[config.mk]
export PLATFORM = sky130hd
export DESIGN_NAME = ddrwr_seq
export DESIGN_NICKNAME = d
export VERILOG_FILES = /design/src/rtl/ddrwr_pkg.sv /design/src/rtl/ddrwr_seq.sv
export SDC_FILE = /design/constraint.sdc
export NUM_CORES = 1
export LEC_CHECK = 0
export ABC_AREA = 1
export BUFFER_PORTS_ARGS = -buffer_cell sky130_fd_sc_hd__buf_4
export CORE_MARGIN = 5
export CORE_UTILIZATION = 55
export CTS_CLUSTER_DIAMETER = 150
export DETAILED_ROUTE_END_ITERATION = 10
export MAX_ROUTING_LAYER = met4
export PLACE_DENSITY_LB_ADDON = 0.08
export SETUP_SLACK_MARGIN = 0.5
export SYNTH_ARGS = -nofsm -noshare
export SYNTH_HDL_FRONTEND = slang
export SYNTH_SLANG_ARGS = --single-unit
[constraint.sdc]
create_clock -name ref_clk -period 2 [get_ports ref_clk]
set_input_delay 0.3 -clock ref_clk [delete_from_list [all_inputs] [get_ports ref_clk]]
set_output_delay 0.3 -clock ref_clk [all_outputs]
set_load 0.005 [all_outputs]
[src/rtl/ddrwr_pkg.sv]
/*
 Constants shared by the warm-reset self-refresh sequencer: register offsets,
 field positions, reset values and timing counts.
 Assumes a 50 MHz ref_clk and a plain strobe register port.
*/
package ddrwr_pkg;
	localparam int ClkPeriodNs = 20;
	localparam int AddrW = 4;
	localparam logic [AddrW-1:0] OffRefresh = 4'h0; // Refresh interval
	localparam logic [AddrW-1:0] OffControl = 4'h4; // Core misc control 0
	localparam logic [AddrW-1:0] OffStatus = 4'h8; // Sequencer status
	localparam int ExtendBit = 6;
	localparam int HoldBit = 5;
	localparam logic [15:0] RefreshReset = 16'h0186;
	localparam logic [7:0] ControlReset = 8'h00;
	localparam int HoldTimeNs = 2000; // Fixed warm reset hold time
	localparam int HoldCycles = (HoldTimeNs + ClkPeriodNs - 1) / ClkPeriodNs;
	localparam int CntW = 16;
	typedef enum logic [4:0] {
		StIdle = 5'b0_0001,
		StEnterSr = 5'b0_0010,
		StSelfRef = 5'b0_0100,
		StExitSr = 5'b0_1000,
		StActive = 5'b1_0000
	} ddrwr_state_e;
endpackage

[src/rtl/ddrwr_seq.sv]
/*
 Warm-reset self-refresh sequencer of the external memory controller.
 Assumes warmResetReq arrives from another domain and that the memory side
 acts on one-cycle command pulses. Register port: read data one cycle late.
*/
// The implementer's own choices: the address map and the address-and-strobe port.
`timescale 1ns/1ps
module ddrwr_seq #(
	parameter int HoldCyc = ddrwr_pkg::HoldCycles
) (
	input wire logic ref_clk,
	input wire logic rst_n,
	input wire logic warmResetReq,
	input wire logic [ddrwr_pkg::AddrW-1:0] regAddr,
	input wire logic [31:0] regWdata,
	input wire logic regWrite,
	input wire logic regRead,
	output logic [31:0] regRdata,
	output logic srEnterCmd,
	output logic srExitCmd,
	output logic refreshCmd,
	output logic clkBypassSel,
	output logic trafficEnable
);
	import ddrwr_pkg::*;

	logic syncA_q, syncB_q;
	ddrwr_state_e state_q, state_d;
	logic [15:0] refresh_q, refresh_d;
	logic [7:0] control_q, control_d;
	logic [CntW-1:0] holdCnt_q, holdCnt_d;
	logic [15:0] refCnt_q, refCnt_d;
	logic [31:0] rdata_d;
	logic enter_d, exit_d, refCmd_d, bypass_d, traffic_d;
	logic bypass_q;

	function automatic logic isWrite(input logic [AddrW-1:0] a, input logic [AddrW-1:0] off, input logic w);
		return w && (a == off);
	endfunction

	// Two-flop synchroniser; only the second flop feeds logic
	always_ff @(posedge ref_clk or negedge rst_n) begin
		if (!rst_n) begin
			syncA_q <= 1'b0;
			syncB_q <= 1'b0;
		end else begin
			syncA_q <= warmResetReq;
			syncB_q <= syncA_q;
		end
	end

	// Next-state logic for registers, sequencer and refresh timer
	always_comb begin
		state_d = state_q;
		refresh_d = refresh_q;
		control_d = control_q;
		holdCnt_d = holdCnt_q;
		refCnt_d = refCnt_q;
		enter_d = 1'b0;
		exit_d = 1'b0;
		refCmd_d = 1'b0;
		bypass_d = bypass_q;
		traffic_d = 1'b0;
		rdata_d = 32'h0000_0000;
		if (isWrite(regAddr, OffRefresh, regWrite))
			refresh_d = regWdata[15:0];
		if (isWrite(regAddr, OffControl, regWrite))
			control_d = regWdata[7:0];
		if (regRead) begin
			case (regAddr)
				OffRefresh: rdata_d = {16'h0000, refresh_q};
				OffControl: rdata_d = {24'h00_0000, control_q};
				OffStatus: rdata_d = {26'h000_0000, bypass_q, state_q};
				default: rdata_d = 32'h0000_0000;
			endcase
		end
		case (state_q)
			StIdle: begin
				state_d = StActive;
			end
			StActive: begin
				traffic_d = 1'b1;
				if (refCnt_q >= refresh_q) begin
					refCnt_d = 16'h0000;
					refCmd_d = 1'b1;
				end else begin
					refCnt_d = refCnt_q + 16'h0001;
				end
				if (syncB_q) begin
					traffic_d = 1'b0;
					state_d = StEnterSr;
				end
			end
			StEnterSr: begin
				enter_d = 1'b1;
				holdCnt_d = '0;
				state_d = StSelfRef;
			end
			StSelfRef: begin
				bypass_d = syncB_q;
				if (holdCnt_q < CntW'(HoldCyc))
					holdCnt_d = holdCnt_q + 1'b1;
				if (control_q[ExtendBit]) begin
					// Stay parked while hold bit is set, giving software time to relock the PLL
					if (!control_q[HoldBit] && !syncB_q) begin
						bypass_d = 1'b0;
						state_d = StExitSr;
					end
				end else if (!syncB_q && holdCnt_q >= CntW'(HoldCyc)) begin
					state_d = StExitSr;
				end
			end
			StExitSr: begin
				exit_d = 1'b1;
				bypass_d = 1'b0;
				refCnt_d = 16'h0000;
				state_d = StActive;
			end
			default: state_d = StIdle;
		endcase
	end

	// Register stage
	always_ff @(posedge ref_clk or negedge rst_n) begin
		if (!rst_n) begin
			state_q <= StIdle;
			refresh_q <= RefreshReset;
			control_q <= ControlReset;
			holdCnt_q <= '0;
			refCnt_q <= 16'h0000;
			regRdata <= 32'h0000_0000;
			srEnterCmd <= 1'b0;
			srExitCmd <= 1'b0;
			refreshCmd <= 1'b0;
			bypass_q <= 1'b0;
			trafficEnable <= 1'b0;
		end else begin
			state_q <= state_d;
			refresh_q <= refresh_d;
			control_q <= control_d;
			holdCnt_q <= holdCnt_d;
			refCnt_q <= refCnt_d;
			regRdata <= rdata_d;
			srEnterCmd <= enter_d;
			srExitCmd <= exit_d;
			refreshCmd <= refCmd_d;
			bypass_q <= bypass_d;
			trafficEnable <= traffic_d;
		end
	end
	assign clkBypassSel = bypass_q;
endmodule // ddrwr_seq

# Word level (Yosys, flattened, before mapping)
# Cells that the tools add are included.
# totals
reg_bits	100
elab_cells	62
input_bits	41
output_inout_bits	37
# classes
n_reduce_logical	13
add_sub_neg	2
eq_ne	11
mux	20
magnitude_cmp	3
# op_table
op	count
one-hot mux 16 bit (2 select lines)	2
2-to-1 mux 16 bit	3
one-hot mux 16 bit (3 select lines)	1
adder 16 x 1 -> 16 bit (second input constant)	2
2-to-1 mux 5 bit	4
one-hot mux 5 bit (4 select lines)	1
>= comparator 16 bit	1
>= comparator 16 x 7 -> 1 bit (second input constant)	1
less-than comparator 16 x 7 -> 1 bit (second input constant)	1
2-to-1 mux 1 bit	8
inequality test 3 bit (second input constant)	2
nonzero test 2 bit	3
== test 5 x 1 -> 1 bit (second input constant)	1
== test 5 x 2 -> 1 bit (second input constant)	1
== test 5 x 3 -> 1 bit (second input constant)	1
== test 5 x 4 -> 1 bit (second input constant)	1
== test 5 bit (second input constant)	1
== test 4 x 3 -> 1 bit (second input constant)	1
== test 4 bit (second input constant)	1
logical AND 1 bit	4
logical NOT 4 bit	1
inequality test 2 bit (second input constant)	2
AND reduction 3 bit	1
logical NOT 1 bit	2
other kinds (3)	3

# Longest topological paths before layout
# depth
depth_word	5
depth_mapped	15
depth_no_buf	14

# Worst setup path after synthesis
# Ideal clock, no wire load.
# synth_timing
path_type	register to register
startpoint	register refresh_q[2]
endpoint	register refCnt_q[15]
required_ns	1.879
setup_ns	0.121
path_slack_ns	0.287
period_less_slack_ns	1.713
arrival_ns	1.592
stages_incl_launch_ff	15
n_path_buf	1
path_cell_list	dfstp_2 inv_1 ha_1 nand2_1 nor2_1 nor2_1 nand2_1 nand2_1 nand2_1 nand2_1 nand3_1 nand2_1 inv_1 buf_4 nor2_1
# synth_between
elab_chain_len	3
# synth_rtl
element	line_no	text
start, declared	ddrwr_seq.sv:29	logic [15:0] refresh_q, refresh_d;
start signal, assigned	ddrwr_seq.sv:127	refresh_q <= RefreshReset;
start signal, assigned	ddrwr_seq.sv:139	refresh_q <= refresh_d;
>= comparator 16 bit	ddrwr_seq.sv:83	if (refCnt_q >= refresh_q) begin
2-to-1 mux 16 bit	ddrwr_seq.sv:83	
one-hot mux 16 bit (2 select lines)	ddrwr_seq.sv:77	case (state_q)
end signal, assigned	ddrwr_seq.sv:142	refCnt_q <= refCnt_d;
end, declared	ddrwr_seq.sv:32	logic [15:0] refCnt_q, refCnt_d;
# Every way passes these cells.
# A chain may end at the register's enable or synchronous reset.

# Final worst setup path
# layout_timing
startpoint	register refresh_q[2]
endpoint	register refCnt_q[12]
# Same word-level chain as after synthesis.

==> run_results.csv <==
group,metric,value,unit
status,status,"complete, no violations",
critical_path,critPathCaptureType,"flip-flop",
power_and_ir_drop,power_density,904,nW/um^2
placed_design,gp_congestion,0.837,
global_route,grt_max_degree,33,
die,die_w,97.8,microns
clock_tree,clk_path_buf_depth,2,
route,ant_nets,0,
clock_tree,clk_latency,0.36,ns
critical_path,path_buf_inv,3,
timing,rsz0062_at_grt,"true",
critical_path,crit_family,"simple AND/OR/NAND/NOR gates",
critical_path,cp-start-kind,"flip-flop",
critical_path,cp_slowest_stage_delay,0.55,ns
critical_path,arrival,2.11,ns
route,vias,3340,
die,fp.dieArea,9570,sq um
synthesis,ys.flop_type,"dfrtp_1",
timing,final.setup.tns,0,ns
critical_path,cp_common_cell,"nand2_1",
layout,antenna_cells,0,
clock_tree,htreeDepth,3,
global_route,grt-ovfl-total,0,
placed_design,hpwl,6560,microns
clock_tree,cts_num_sinks,84,
critical_path,worstRegToRegCells,14,
die,die_h,97.8,microns
global_route,grt_pass1_vias,3357,
power_and_ir_drop,power,4630,uW
layout,drive_gt1_share,25.0,%
power_and_ir_drop,peakVddDrop,0.000497,V
critical_path,cp.depth,14,
timing,final.period_utilization,93.1,%
timing,fmax,537,MHz
global_route,grtUsageTotal,20.4,%
global_route,grt_pass1_wl,15200,microns
die,start_util,55.8,%
synthesis,syn-instance-count,489,
die,rows,32,
critical_path,worst-setup-path-type,"flip-flop to flip-flop",
critical_path,cp_cell_sequence,"inv_2 > ha_4 > nand2_2 > nor2_2 > nor2_1 > nand2_1 > nand2_1 > nand2_1 > nand2_2 > nand3_2 > nand2_4 > buf_4 > inv_6 > nor2_1",
route,drtPass1Iterations,4,
critical_path,cp_data_required_time,2.25,ns
placed_design,numPortBuffers,45,
synthesis,avgSynthCellArea,8.68,sq um
synthesis,syn-cell-area,4240,sq um
route,drt_iter0_drc,115,
timing,setup_violations,0,
timing,hold_slack,0.0458,ns
timing,finalHoldViolations,0,
route,avgViaCountPerCell,5.02,
critical_path,slowest_stage,"dfstp_2",
critical_path,cp_max_fo,7,
timing,finalMaxSlewViolations,0,
route,drc,0,
synthesis,synth-async-reset-ratio,100,%
clock_tree,cts_tree,"built",
die,pin_count,78,
clock_tree,cts_made_buffers,9,
clock_tree,clkTransAtPathRegs,0.08,ns
die,core-area,7610,sq um
timing,skew,0.00905,ns
synthesis,ys_seq_area_share,49.7,%
synthesis,synth_edf_count,0,
route,wl_per_cell,13.7,microns
job,max_cap_violations,0,
layout,final_nets,618,
power_and_ir_drop,p_leak,0.00265,uW
global_route,antenna_found_initial,0,
clock_tree,clockRootBuffer,"clkbuf_8",
synthesis,ys_seq_elements,84,
route,drt-total-wl,9120,microns
hold_path,min_path_type,"input pin to flip-flop",
timing,finalCriticalPeriod,1.86,ns
synthesis,synthDistinctLibCells,38,
hold_path,whs_path_depth,1,
synthesis,ys_warn_count,0,
layout,area_delta_synth_final,20.5,%
[cells in the mapped netlist, drive strengths merged (4+ instances only)]
cell type	count	area [sq um]
a21oi	20	100
buf	19	150
clkbuf	5	18.8
dfrtp	79	1980
dfstp	5	131
ha	19	238
inv	75	282
nand2	97	397
nand3	21	123
nand4	9	71.3
nor2	63	256
nor3	19	126
o211ai	5	37.5
o21ai	28	144
o21bai	4	33.8
xor2	9	78.8
[routing by layer]
layer  part of all wire, %  global-route usage [%]
met5                     0                       -
met4                   1.4                    6.50
met3                   4.4                    3.64
met2                    50                    33.6
met1                    44                    25.6
[layout make-up]
class | count | area [sq um]
inverters | 77 | 294
clock inverters | 6 | 86.3
fillers | 643 | 2490
well taps | 102 | 128
clock buffers | 10 | 138
flip-flops and latches | 84 | 2110
repair buffers | 66 | 510
multi-input cells | 319 | 1840
repair inverters | 1 | 7.51
[cells by family (layout without fill, tap and decap cells)]
family                   count (synthesis)  in the layout  share of synthesized area [%]
flip-flops                              84             84                           49.7
buffers and inverters                  101            160                           10.8
other                                    1             16                         0.0884
adder cells (fa/ha/maj)                 19             19                           5.60
XOR/XNOR                                11             11                           2.27
AND/OR/NAND/NOR                        213            213                           23.7
AO/OA/AOI/OAI                           60             60                           7.90
[sequential cells by signal (all words and copies together), names as in the netlist]
name           count
clkBypassSel       1
control_q          8
holdCnt_q         16
refCnt_q          16
refreshCmd         1
refresh_q         16
regRdata          16
srEnterCmd         1
srExitCmd          1
state_q            5
syncA_q            1
syncB_q            1
trafficEnable      1
[through the flow]
step / std cells / cell area (sq um) / setup slack (ns) / utilization, %
CTS: 657 / 5000 / 0.209 / 65.8
detailed placement: 633 / 4670 / 0.156 / 61.3
global route: 665 / 5120 / 0.0234 / 67.3
global placement: 633 / 4670 / 0.215 / 61.3
finish: 665 / 5120 / 0.137 / 67.3
floorplan: 504 / 4320 / 0.356 / -
[path summary, 6_finish.rpt]
path / startpoint / endpoint / slack, ns
min reg2reg: syncA_q / syncB_q / 0.36
max in group asynchronous: rst_n / refresh_q[8] / 0.98
min: warmResetReq / syncA_q / 0.05
max reg2reg: refresh_q[2] / refCnt_q[12] / 0.14
min in group asynchronous: rst_n / regRdata[13] / 0.41
max: refresh_q[2] / refCnt_q[12] / 0.14
[power by group]
part	leakage [uW]	total, uW	internal (uW)	switching (uW)
clock network	0.000113	1350	737	616
logic	0.00144	1140	456	686
registers	0.00109	2130	1940	195
total	0.00265	4630	3130	1500
[cells in the final DEF, fill, tap and decap left out, drive strengths merged]
cell type | netlist | routed
o21bai | 4 | 4
dlygate4sd3 | 0 | 1
or2 | 1 | 1
nor3b | 1 | 1
o21ai | 28 | 28
bufinv | 0 | 2
clkinvlp | 0 | 2
conb | 1 | 16
o211ai | 5 | 5
dfrtp | 79 | 79
nand2 | 97 | 97
nor2 | 63 | 63
nor3 | 19 | 19
buf | 19 | 65
xor2 | 9 | 9
dfstp | 5 | 5
a21oi | 20 | 20
inv | 75 | 76
clkbuf | 5 | 10
nand4 | 9 | 9
o22ai | 2 | 2
ha | 19 | 19
nor4 | 2 | 2
clkinv | 2 | 4
o21a | 1 | 1
nand3 | 21 | 21
xnor2 | 2 | 2
[timing repair]
action,CTS,global route
setup buffers,6,8
hold buffers,1,0
gates cloned,1,0
resized for setup,10,19
endpoints found under the hold margin,27,0
setup endpoints to repair,23,33
pin swaps,10,22
Note: power is estimated with default switching activity, not from simulation.
